`src/rtl/ism_params.svh`:
```
/*
 Constants of the interrupt status and mask unit: register indexes,
 field positions, reset values and widths.
 Assumes inclusion by bare name from any design file.
*/
`ifndef ISM_PARAMS_SVH
`define ISM_PARAMS_SVH
// -----------------------------------------------------------------
// Register indexes (byte address is four times the index)
// -----------------------------------------------------------------
`define ISM_IDX_MODE      6'h28
`define ISM_IDX_MASK      6'h29
`define ISM_IDX_FLAGS     6'h2a
`define ISM_IDX_CLIP      6'h2b
`define ISM_IDX_GPIO_POL  6'h2d
`define ISM_IDX_GPIO_TRIG 6'h2e
`define ISM_IDX_GPIO_STAT 6'h2f
`define ISM_IDX_GPIO_MASK 6'h30
// -----------------------------------------------------------------
// Field positions and writable bits
// -----------------------------------------------------------------
`define ISM_STYLE_HI      7
`define ISM_STYLE_LO      6
`define ISM_TRIG_BIT      0
`define ISM_MODE_WMASK    8'hc1
`define ISM_MASK_WMASK    8'hfc
`define ISM_EVT_HI        7
`define ISM_EVT_LO        3
// -----------------------------------------------------------------
// Reset values and widths
// -----------------------------------------------------------------
`define ISM_MODE_RST      8'h00
`define ISM_MASK_RST      8'h00
`define ISM_GPOL_RST      7'h7f
`define ISM_GTRIG_RST     7'h00
`define ISM_GMASK_RST     4'h0
`define ISM_CHANS         6
`define ISM_GPIOS         7
`define ISM_GPIO_IRQS     4
`define ISM_EVTS          5
`endif

```
`src/rtl/ism_pkg.sv`:
```
/*
 Types of the interrupt status and mask unit.
 Assumes ism_params.svh is compiled alongside.
*/
package ism_pkg;
   // -----------------------------------------------------------------
   // Output pin style
   // -----------------------------------------------------------------
   typedef enum logic [1:0] {
      ISM_STYLE_HIGH  = 2'b00,
      ISM_STYLE_LOW   = 2'b01,
      ISM_STYLE_OPEN  = 2'b10,
      ISM_STYLE_RSVD  = 2'b11
   } ism_pin_style_type;
   // Single-cycle event pulses from converter and volume ramps
   typedef struct packed {
      logic unlock;
      logic lock;
      logic ramp_up;
      logic ramp_down;
      logic mute;
   } ism_src_evt_type;
   // Whole state of the top module
   typedef struct packed {
      logic [7:0]  mode;
      logic [7:0]  mask;
      logic [6:0]  gpio_pol;
      logic [6:0]  gpio_trig;
      logic [3:0]  gpio_mask;
      logic [31:0] prdata;
      logic        pslverr;
      logic        irq_out;
      logic        irq_oe;
   } ism_state_type;
endpackage

```
`src/rtl/ism_top.sv`:
```
/*
 Interrupt status and mask unit of a multi-channel PWM audio
 controller, with APB register access and a styled interrupt pin.
 Assumes event pulses and clip strobes come from pclk logic and
 GPIO pins are asynchronous.
*/
`timescale 1ns/1ps
`include "ism_params.svh"
module ism_top (
   input  wire logic                    pclk,
   input  wire logic                    presetn,
   input  wire logic                    psel,
   input  wire logic                    penable,
   input  wire logic                    pwrite,
   input  wire logic [7:0]              paddr,
   input  wire logic [31:0]             pwdata,
   output logic      [31:0]             prdata,
   output logic                         pready,
   output logic                         pslverr,
   input  wire ism_pkg::ism_src_evt_type src_evt,
   input  wire logic [`ISM_CHANS-1:0]   chan_clip,
   input  wire logic [`ISM_GPIOS-1:0]   gpio_pin,
   output logic                         irq_pin_out,
   output logic                         irq_pin_oe
);
   // -----------------------------------------------------------------
   // Declarations
   // -----------------------------------------------------------------
   ism_pkg::ism_state_type      state_reg;     // Registered state
   ism_pkg::ism_state_type      state_next;    // Next state
   ism_pkg::ism_pin_style_type  style;         // Selected pin style
   logic [5:0]                  idx;           // Word index of paddr
   logic                        rd_setup;      // Read setup cycle
   logic                        wr_acc;        // Write access cycle
   logic                        rd_flags;      // Status read pulse
   logic                        rd_clip;       // Channel status read
   logic                        rd_gpio;       // GPIO status read
   logic                        w1c_flags;     // Write to status
   logic                        mapped;        // Address decodes
   logic                        trig_edge;     // Overflow edge mode
   logic [`ISM_EVTS-1:0]        evt_vec;       // Event pulses
   logic [`ISM_EVTS-1:0]        evt_clr;       // Edge flag clears
   logic [`ISM_EVTS-1:0]        evt_q;         // Edge flags
   logic [`ISM_CHANS-1:0]       clip_clr;      // Channel clears
   logic [`ISM_CHANS-1:0]       clip_q;        // Channel status
   logic [`ISM_GPIOS-1:0]       gpio_stat;     // GPIO status
   logic                        overflow_irq_flag; // Overflow flag
   logic                        gpio_flag;     // GPIO flag
   logic [7:0]                  flags_vec;     // Status register view
   logic                        pending;       // Interrupt condition
   logic [31:0]                 rd_mux;        // Read data select

   // -----------------------------------------------------------------
   // APB decode
   // -----------------------------------------------------------------
   assign idx       = paddr[7:2];
   assign rd_setup  = psel & ~penable & ~pwrite;
   assign wr_acc    = psel & penable & pwrite;
   // Read side effects happen at the setup edge, with the data capture
   // Clear and capture share one edge, so an event landing between
   // them cannot be read as zero and then lost
   assign rd_flags  = rd_setup & (idx == `ISM_IDX_FLAGS);
   assign rd_clip   = rd_setup & (idx == `ISM_IDX_CLIP);
   assign rd_gpio   = rd_setup & (idx == `ISM_IDX_GPIO_STAT);
   assign w1c_flags = wr_acc & (idx == `ISM_IDX_FLAGS);
   // Zero wait state slave
   assign pready    = 1'b1;
   assign prdata    = state_reg.prdata;
   assign pslverr   = state_reg.pslverr;

   // -----------------------------------------------------------------
   // Edge-type event flags
   // -----------------------------------------------------------------
   assign trig_edge = state_reg.mode[`ISM_TRIG_BIT];
   // Bit order of evt_vec: unlock, lock, ramp up, ramp down, mute
   assign evt_vec   = {src_evt.unlock, src_evt.lock, src_evt.ramp_up,
                       src_evt.ramp_down, src_evt.mute};
   // Read, write-one and opposite converter event clear a flag
   always_comb begin
      evt_clr    = {`ISM_EVTS{rd_flags}};
      if (w1c_flags) begin
         evt_clr = evt_clr | pwdata[`ISM_EVT_HI:`ISM_EVT_LO];
      end
      // Both converter events in one cycle leave both flags set
      evt_clr[4] = evt_clr[4] | src_evt.lock;
      evt_clr[3] = evt_clr[3] | src_evt.unlock;
   end

   // Sticky flags, set wins
   ism_sticky_bits #(
      .W (`ISM_EVTS)
   ) u_evt_flags (
      .pclk     (pclk),
      .presetn  (presetn),
      .set_bits (evt_vec),
      .clr_bits (evt_clr),
      .flags    (evt_q)
   );

   // -----------------------------------------------------------------
   // Channel clip status
   // -----------------------------------------------------------------
   // Clip strobes come from pclk logic, so no synchroniser is needed
   // Edge mode clears on read; level mode only once the channel is quiet
   assign clip_clr = {`ISM_CHANS{rd_clip}}
                   & ({`ISM_CHANS{trig_edge}} | ~chan_clip);

   // Per-channel sticky bits
   ism_sticky_bits #(
      .W (`ISM_CHANS)
   ) u_clip_flags (
      .pclk     (pclk),
      .presetn  (presetn),
      .set_bits (chan_clip),
      .clr_bits (clip_clr),
      .flags    (clip_q)
   );

   // -----------------------------------------------------------------
   // GPIO sensing
   // -----------------------------------------------------------------
   // Only the low GPIO inputs can raise the interrupt; all report status
   ism_gpio_sense u_gpio (
      .pclk      (pclk),
      .presetn   (presetn),
      .pin_async (gpio_pin),
      .pol_high  (state_reg.gpio_pol),
      .trig_edge (state_reg.gpio_trig),
      .rd_clr    (rd_gpio),
      .status    (gpio_stat)
   );

   // -----------------------------------------------------------------
   // Flag collection and interrupt condition
   // -----------------------------------------------------------------
   assign overflow_irq_flag = |clip_q;
   assign gpio_flag = |(gpio_stat[`ISM_GPIO_IRQS-1:0]
                        & state_reg.gpio_mask);
   // Status read does not touch overflow or GPIO flags
   assign flags_vec = {evt_q, overflow_irq_flag, gpio_flag, 1'b0};
   // Mask bits line up with the flags they gate
   assign pending   = (|(flags_vec & state_reg.mask)) | gpio_flag;
   assign style     = ism_pkg::ism_pin_style_type'(
                      state_reg.mode[`ISM_STYLE_HI:`ISM_STYLE_LO]);

   // -----------------------------------------------------------------
   // Read data select
   // -----------------------------------------------------------------
   always_comb begin
      rd_mux = '0;
      mapped = 1'b1;
      case (idx)
         `ISM_IDX_MODE: begin
            rd_mux[7:0] = state_reg.mode;
         end
         `ISM_IDX_MASK: begin
            rd_mux[7:0] = state_reg.mask;
         end
         `ISM_IDX_FLAGS: begin
            rd_mux[7:0] = flags_vec;
         end
         `ISM_IDX_CLIP: begin
            rd_mux[`ISM_CHANS-1:0] = clip_q;
         end
         `ISM_IDX_GPIO_POL: begin
            rd_mux[`ISM_GPIOS-1:0] = state_reg.gpio_pol;
         end
         `ISM_IDX_GPIO_TRIG: begin
            rd_mux[`ISM_GPIOS-1:0] = state_reg.gpio_trig;
         end
         `ISM_IDX_GPIO_STAT: begin
            rd_mux[`ISM_GPIOS-1:0] = gpio_stat;
         end
         `ISM_IDX_GPIO_MASK: begin
            rd_mux[`ISM_GPIO_IRQS-1:0] = state_reg.gpio_mask;
         end
         default: begin
            mapped = 1'b0;   // Unmapped: zero data, error
         end
      endcase
   end

   // -----------------------------------------------------------------
   // Next state
   // -----------------------------------------------------------------
   always_comb begin
      state_next = state_reg;
      // Capture read data and error at the setup edge
      if (psel && !penable) begin
         state_next.prdata  = pwrite ? 32'h0000_0000 : rd_mux;
         state_next.pslverr = ~mapped;
      end
      // Register writes at the access edge
      if (wr_acc) begin
         case (idx)
            `ISM_IDX_MODE: begin
               state_next.mode = pwdata[7:0] & `ISM_MODE_WMASK;
            end
            `ISM_IDX_MASK: begin
               state_next.mask = pwdata[7:0] & `ISM_MASK_WMASK;
            end
            `ISM_IDX_GPIO_POL: begin
               state_next.gpio_pol = pwdata[`ISM_GPIOS-1:0];
            end
            `ISM_IDX_GPIO_TRIG: begin
               state_next.gpio_trig = pwdata[`ISM_GPIOS-1:0];
            end
            `ISM_IDX_GPIO_MASK: begin
               state_next.gpio_mask = pwdata[`ISM_GPIO_IRQS-1:0];
            end
            default: begin
               state_next.mode = state_reg.mode;  // Read-only or unmapped
            end
         endcase
      end
      // Pin drive per style
      // Registered so the host never sees a glitch on the pin
      case (style)
         ism_pkg::ISM_STYLE_HIGH: begin
            state_next.irq_out = pending;
            state_next.irq_oe  = 1'b1;
         end
         ism_pkg::ISM_STYLE_LOW: begin
            state_next.irq_out = ~pending;
            state_next.irq_oe  = 1'b1;
         end
         ism_pkg::ISM_STYLE_OPEN: begin
            state_next.irq_out = 1'b0;
            state_next.irq_oe  = pending;
         end
         default: begin
            state_next.irq_out = 1'b0;   // Reserved: pin released
            state_next.irq_oe  = 1'b0;
         end
      endcase
   end

   // -----------------------------------------------------------------
   // State register
   // -----------------------------------------------------------------
   always_ff @(posedge pclk or negedge presetn) begin
      if (!presetn) begin
         state_reg           <= '0;
         state_reg.mode      <= `ISM_MODE_RST;
         state_reg.mask      <= `ISM_MASK_RST;
         state_reg.gpio_pol  <= `ISM_GPOL_RST;
         state_reg.gpio_trig <= `ISM_GTRIG_RST;
         state_reg.gpio_mask <= `ISM_GMASK_RST;
         // High style, deasserted: the pin is driven low
         state_reg.irq_oe    <= 1'b1;
      end else begin
         state_reg <= state_next;
      end
   end
   assign irq_pin_out = state_reg.irq_out;
   assign irq_pin_oe  = state_reg.irq_oe;
endmodule

```
`src/rtl/ism_sticky_bits.sv`:
```
/*
 Vector of sticky flags: set pulses win over clear pulses.
 Assumes set and clear come from logic on pclk.
*/
`timescale 1ns/1ps
module ism_sticky_bits #(
   parameter int W = 1
) (
   input  wire logic         pclk,
   input  wire logic         presetn,
   input  wire logic [W-1:0] set_bits,
   input  wire logic [W-1:0] clr_bits,
   output logic      [W-1:0] flags
);
   typedef struct packed {
      logic [W-1:0] q;      // Held flags
   } ism_sticky_type;
   ism_sticky_type state_reg;   // Registered state
   ism_sticky_type state_next;  // Next state
   // -----------------------------------------------------------------
   // Next state: set wins over clear
   // -----------------------------------------------------------------
   always_comb begin
      state_next   = state_reg;
      state_next.q = (state_reg.q & ~clr_bits) | set_bits;
   end
   // Flags clear on reset
   always_ff @(posedge pclk or negedge presetn) begin
      if (!presetn) begin
         state_reg <= '0;
      end else begin
         state_reg <= state_next;
      end
   end
   assign flags = state_reg.q;
endmodule

```
`src/rtl/ism_gpio_sense.sv`:
```
/*
 GPIO input sensing: two-stage synchroniser, polarity, edge or level
 capture into read-clear status bits.
 Assumes pins are asynchronous to pclk.
*/
`timescale 1ns/1ps
`include "ism_params.svh"
module ism_gpio_sense (
   input  wire logic                   pclk,
   input  wire logic                   presetn,
   input  wire logic [`ISM_GPIOS-1:0]  pin_async,
   input  wire logic [`ISM_GPIOS-1:0]  pol_high,
   input  wire logic [`ISM_GPIOS-1:0]  trig_edge,
   input  wire logic                   rd_clr,
   output logic      [`ISM_GPIOS-1:0]  status
);
   typedef struct packed {
      logic [`ISM_GPIOS-1:0] meta;   // First synchroniser stage
      logic [`ISM_GPIOS-1:0] sync;   // Second synchroniser stage
      logic [`ISM_GPIOS-1:0] act_d;  // Active level one cycle ago
      logic [`ISM_GPIOS-1:0] stat;   // Status bits
   } ism_gpio_type;
   ism_gpio_type            state_reg;  // Registered state
   ism_gpio_type            state_next; // Next state
   logic [`ISM_GPIOS-1:0]   active;     // Pin at its active level
   logic [`ISM_GPIOS-1:0]   set_b;      // Status set terms
   logic [`ISM_GPIOS-1:0]   clr_b;      // Status clear terms
   // -----------------------------------------------------------------
   // Next state
   // -----------------------------------------------------------------
   always_comb begin
      state_next      = state_reg;
      active          = ~(state_reg.sync ^ pol_high);
      // Edge mode sets on entry to active level, level mode while active
      set_b           = (trig_edge & active & ~state_reg.act_d)
                      | (~trig_edge & active);
      // Read clears edge bits, level bits only once inactive
      clr_b           = {`ISM_GPIOS{rd_clr}} & (trig_edge | ~active);
      state_next.meta = pin_async;
      state_next.sync = state_reg.meta;
      state_next.act_d = active;
      state_next.stat = (state_reg.stat & ~clr_b) | set_b;
   end
   // Registers
   always_ff @(posedge pclk or negedge presetn) begin
      if (!presetn) begin
         state_reg <= '0;
      end else begin
         state_reg <= state_next;
      end
   end
   assign status = state_reg.stat;
endmodule

```
`config.mk`:
```
export PLATFORM = sky130hd
export DESIGN_NAME = ism_top
export DESIGN_NICKNAME = d
export VERILOG_FILES = /design/src/rtl/ism_pkg.sv /design/src/rtl/ism_top.sv /design/src/rtl/ism_sticky_bits.sv /design/src/rtl/ism_gpio_sense.sv
export VERILOG_INCLUDE_DIRS = /design/src /design/src/rtl
export SDC_FILE = /design/constraint.sdc
export NUM_CORES = 1
export LEC_CHECK = 0
export BUFFER_PORTS_ARGS = -buffer_cell sky130_fd_sc_hd__clkbuf_2
export CAP_MARGIN = 20
export CORE_ASPECT_RATIO = 0.75
export CORE_MARGIN = 2
export CORE_UTILIZATION = 40
export DETAILED_ROUTE_END_ITERATION = 12
export MAX_ROUTING_LAYER = met4
export PLACE_DENSITY_LB_ADDON = 0.25
export SKIP_CTS_REPAIR_TIMING = 1
export SYNTH_ARGS = -nofsm -noshare
export SYNTH_HDL_FRONTEND = slang
export SYNTH_HIERARCHICAL = 1
export SYNTH_SLANG_ARGS = --single-unit
```
`constraint.sdc`:
```
create_clock -name pclk -period 2.63 [get_ports pclk]
set_input_delay 0.1315 -clock pclk [delete_from_list [all_inputs] [get_ports pclk]]
set_output_delay 0.1315 -clock pclk [all_outputs]
set_load 0.005 [all_outputs]
```
After elaboration in Yosys (flattened, before gate mapping)
Index checks and enable logic that the tools add are counted.

Register bits: 101. Output and inout port bits: 36.

Eq/ne operators: 10. Multiplexer cells: 8. Bitwise operators: 41. Reductions and logical operators: 12.

Operators by type and width (number): $eq 6x6->1 const B (8); $and 7x7->7 (5); $not 7->7 (5); $pmux 4 s8 (1); $or 7x7->7 (3); $reduce_or 8->1 (2); $and 6x6->6 (2); $not 6->6 (2); $or 6x6->6 (2); $pmux 2 s6 (1); $or 5x5->5 (2); $reduce_and 2->1 (5); $and 1x1->1 (8); $and 8x8->8 (1); $mux 8 (1); $xor 7x7->7 (1); $pmux 1 s6 (1); $pmux 2 s3 (1); $reduce_or 6->1 (1); $and 5x5->5 (1); $mux 5 (1); $not 5->5 (1); $and 4x4->4 (1); $not 1->1 (4); other kinds (9) (11).

Depth between registers and ports, before layout
Word-level depth: 10. Depth in mapped cells: 7. Mapped depth without buffers: 6.

By module
Netlist, hierarchy kept.

By module, submodules not included: ism_top (times used 1, cells each 235, area each 2441.1 µm², sequential area each 960.9 µm²); ism_gpio_sense (times used 1, cells each 57, area each 905.9 µm², sequential area each 700.7 µm²); ism_sticky_bits at u_clip_flags (times used 1, cells each 18, area each 217.7 µm², sequential area each 150.1 µm²); ism_sticky_bits at u_evt_flags (times used 1, cells each 15, area each 181.4 µm², sequential area each 125.1 µm²).

Worst setup path after synthesis
No wires, ideal clock.

Path kind: register to register. Start point: register u_evt_flags.state_reg, in the netlist u_evt_flags/flags[0]. End point: register state_reg, in the netlist irq_pin_out. Setup time: 0.118 ns. Data arrival time: 1.249 ns. Required time: 2.512 ns. Setup slack: 1.263 ns. Cell stages (with the launch flop): 6. Path buffers: 0. Period minus slack after synthesis: 1.367 ns. Path through: dfrtp_1 -> a222oi_1 -> nand2_1 -> a211oi_1 -> xor2_1 -> nor2_1.

RTL lines: start, declared (line ism_sticky_bits.sv:18) `ism_sticky_type state_reg;`; start signal, assigned (line ism_sticky_bits.sv:32) `state_reg <= state_next;`; end signal, assigned (line ism_top.sv:252) `state_reg <= state_next;`; end, declared (line ism_top.sv:29) `ism_pkg::ism_state_type state_reg;`.

==> results summary <==
The required time of the critical path is 2850 ps. Subtracting the final worst setup slack from the clock period gives 1670 ps. The core region is 9080 µm². The number of cell instances on the worst register-to-register path came out at 5.

The Yosys step of the flow raised 6 warnings. The adder-cell area share of the yosys netlist came out at 0%. No sink is reached through more buffers than the 2 on the longest clock path. The synthesized netlist devotes between 10 and 15% of its cell area to compound gates. In the finished design, the share of the clock period the worst path needs comes to ~64%. The highest achievable clock rate came out at between 500 and 600 MHz. The placed wire-length estimate after detailed placement is 5790 µm. In the routed layout, each cell is associated on average with a via count of 5.01. The number of synthesized register bits came out at a little under 80. The number of DRC violations after detailed routing came out at 0. The flow ran to the end, but the final reports show violations. Of the total synthesized cell area, the portion taken by XOR and XNOR cells is 1.87%. The leakage power figure is around 0.0019 µW. Yosys mapped a number of flops with a built-in enable equal to 0.

The kind of cell adding the most delay to the critical path is compound AO/OA/AOI/OAI gates. CTS placed an instance of sky130_fd_sc_hd__clkbuf_16 at the clock tree root. The start-to-end type of the worst setup path is flop to flop.

The antenna violation net count after detailed routing came out at 0. For this design, the slowest cell found on the critical path is sky130_fd_sc_hd__a211oi_1. The mean instance size in the synthesized netlist came out at ~12 µm².

Registers are responsible for 46.8% of the overall power. The initial core utilization came out at roughly two fifths. The checks that failed: negative hold slack.

Summing the areas of all and, or, nand and nor instances in the mapped netlist gives 9.95% of the synthesized area. For this block, the initial DRC count from the detailed router was 151. The library cell occupying the most area in the post-synthesis netlist is sky130_fd_sc_hd__dfrtp_1. The share of final-layout standard cells stronger than drive strength 1 came out at 30.2%.

The instance count of the mapped netlist came out at 325. The sequential area share after synthesis came out at between 50% and 60%. The power density over the cells came out at 631 nW/µm².

The slew at the pin closest to its max-slew limit is 953 ps. The min-delay analysis places its worst path in the category input port to asynchronous set/reset pin. The worst setup path is captured at a flop.

The max-capacitance violation count is 0. The most common cell after layout, fill and taps aside is sky130_fd_sc_hd__dfrtp_1. Among all flip-flop cells after synthesis, the most frequent one is sky130_fd_sc_hd__dfrtp_1. After detailed routing, the average wire length per cell comes to 16.0 µm. The first global-routing pass estimated around 13000 µm of wire.

The number of rows created at floorplan came out at 30. After clock tree synthesis, the clock-pin slew on the worst setup and hold paths is 60 ps. The worst voltage drop across the vdd grid is about 0.00028 V.

Clock skew on the completed layout was measured at 6.21 ps. The switching power came out at roughly 640 µW. Counting every sink on the clock net gives 77.

Setup violations remaining at the end of the flow were counted as 0. From synthesis to final layout, the design area changed by 15.0%. Setup repair after global routing left no endpoint under its margin.

The weighted congestion reported at the end of routability-driven placement came out at 0.879. The sum of internal, switching and leakage power is 2720 µW. The total clock buffers created by CTS is 9. The async set-or-reset flop fraction in the synthesized netlist came out at 100%. The library cells used most frequently in the layout, excluding fill and tap cells, are sky130_fd_sc_hd__dfrtp_1, sky130_fd_sc_hd__clkbuf_2, sky130_fd_sc_hd__nand2_1, sky130_fd_sc_hd__mux2_2, sky130_fd_sc_hd__conb_1. The via count of the first global-routing pass came out at 2262. Counting buffers and inverters, the worst setup path is 5 cells deep. In the global route stage, overall resource usage came out at 17.7%. For the worst setup path, the data arrival time is 1900 ps.

Measured along the y axis, the die boundary spans between 80 and 90 µm. The relative contribution of combinational cells to total power came out at 8.7%. The maximum single-stage delay on the critical path came out at 500 ps. After routing, the total negative slack on setup checks comes to 0 ps. The total inserted antenna cells is 0. The internal power of the cells totals 2080 µW. The maximum fanout count along the critical path came out at 3. In this run the count of I/O pins placed on the die edge is 99. TritonCTS built the clock tree. The distinct cell type count of the synthesized netlist came out at 50. The share of the synthesized area in the top cell type is 46.1%. The final-report hold violation count is 72. The number of buffer and inverter instances along the worst setup path is 0. The total overflow reported by the global router came out at 0. The number of antenna violations at the first check in global routing is 0.

The relative max-transition margin came out at 36.5%. The worst setup path is launched from a flop. The flip-flop count of the largest register after layout is 27. The switching power as a share of total power is a little under a quarter.

The share of cell area taken by muxes after synthesis came out at 10.7%. The synthesized netlist occupies a cell area of 3750 µm². Walking the worst path, the cells encountered are nor4_1 -> nand2_1 -> a211oi_1 -> xor2_1 -> nor2_1. The number of H-tree levels came out at 3. The worst-case hold slack came out at -74.7 ps. The count of pins over their slew limit came out at 0. Of the total power, the clock network draws 44.5%. The detailed-route wire length is 8080 µm. The number of optimization iterations in the first detailed-route pass is 5. The number of inserted filler cells in the final layout is 892. The via count of the routed design is between 2k and 3k.

The die area came out at 10200 µm². The die outline width is roughly 120 µm. In the final design database the tool counted 435 nets.

Port buffering added 47 buffers. The largest net degree at the start of global routing came out at 78. The clock latency on the worst-skew pair is 340 ps. By area, the combinational part of the netlist is dominated by compound AO/OA/AOI/OAI gates. In the post-synthesis netlist, the biggest area contributors are sky130_fd_sc_hd__dfrtp_1, sky130_fd_sc_hd__buf_4, sky130_fd_sc_hd__mux2_2.
through the flow:
stage	instance area, µm²	setup slack [ps]	instances	utilization, %	hold slack, ps
2_1_floorplan	3830	1260	348	-	-164
3_3_place_gp	3860	787	474	42.5	239
3_5_place_dp	3860	781	474	42.5	241
4_1_cts	4160	942	490	45.8	-114
5_1_grt	4310	822	505	47.4	-1.57
6_report	4310	956	505	47.4	-74.7
routing by layer:
metal,wire (µm),track usage (%),vias to the layer above
met3,476,4.78,13
met2,3480,23.8,75
met4,129,6.39,0
li1,-,-,1183
met5,0,-,-
met1,3990,25.6,1259
cells by family after synthesis:
kind of cell / after synthesis
xor+xnor: 8
simple gates: 65
flops: 77
buf+inv: 67
mux: 35
compound gates: 71
other cells: 2
layout make-up:
| type | instances | area, µm² | area share [%] |
|---|---|---|---|
| clock buffers | 10 | 229 | 5.32 |
| clock inverters | 6 | 63.8 | 1.48 |
| inverters | 15 | 56.3 | 1.31 |
| multi-input cells | 204 | 1450 | 33.7 |
| flip-flops and latches | 77 | 1940 | 45.0 |
| well taps | 128 | 160 | 3.72 |
| repair buffers | 65 | 410 | 9.53 |
worst paths after layout:
check | endpoint | slack [ps] | start
setup / recovery | irq_pin_out$_DFF_PN0_ | 960 | u_clip_flags/flags[4]$_DFF_PN0_
hold / removal | prdata[1]$_DFFE_PN0P_ | -70 | presetn
setup reg to reg | irq_pin_out$_DFF_PN0_ | 960 | u_clip_flags/flags[4]$_DFF_PN0_
hold reg to reg | u_gpio/state_reg[15]$_DFF_PN0_ | 340 | u_gpio/state_next[15]$_DFF_PN0_
max in group asynchronous | prdata[7]$_DFFE_PN0P_ | 2070 | presetn
min in group pclk | u_clip_flags/flags[2]$_DFF_PN0_ | -10 | chan_clip[2]
cells in the mapped netlist, types with 2 or more instances:
library cell and count:
sky130_fd_sc_hd__dfrtp_1 69, sky130_fd_sc_hd__buf_4 44, sky130_fd_sc_hd__mux2_2 29, sky130_fd_sc_hd__nand2_1 29, sky130_fd_sc_hd__inv_1 15, sky130_fd_sc_hd__a21oi_1 13, sky130_fd_sc_hd__a21o_1 12, sky130_fd_sc_hd__a22o_1 9
sky130_fd_sc_hd__dfstp_2 8, sky130_fd_sc_hd__nor2_1 8, sky130_fd_sc_hd__o21ai_0 8, sky130_fd_sc_hd__a22oi_1 7, sky130_fd_sc_hd__xnor2_1 7, sky130_fd_sc_hd__mux2i_1 5, sky130_fd_sc_hd__nand3_1 5, sky130_fd_sc_hd__a222oi_1 4
sky130_fd_sc_hd__buf_2 4, sky130_fd_sc_hd__and3_1 3, sky130_fd_sc_hd__buf_6 3, sky130_fd_sc_hd__o21ai_1 3, sky130_fd_sc_hd__a221oi_1 2, sky130_fd_sc_hd__a32oi_1 2, sky130_fd_sc_hd__and2_4 2, sky130_fd_sc_hd__conb_1 2
sky130_fd_sc_hd__nand2b_1 2, sky130_fd_sc_hd__nand3b_1 2, sky130_fd_sc_hd__nand4_2 2, sky130_fd_sc_hd__nor3_1 2, sky130_fd_sc_hd__o21bai_1 2, sky130_fd_sc_hd__o31ai_1 2
power by group through the flow:
| stage | clock (µW) | sequential (µW) | combinational [µW] |
|---|---|---|---|
| 4_1_cts | 1250 | 1270 | 222 |
| 3_3_place_gp | 0 | 1290 | 218 |
| 6_report | 1210 | 1270 | 237 |
| 5_1_grt | 1300 | 1280 | 267 |
| 2_1_floorplan | 0 | 1280 | 156 |
| 3_5_place_dp | 0 | 1290 | 221 |
Power figures use the tool's default switching activity.
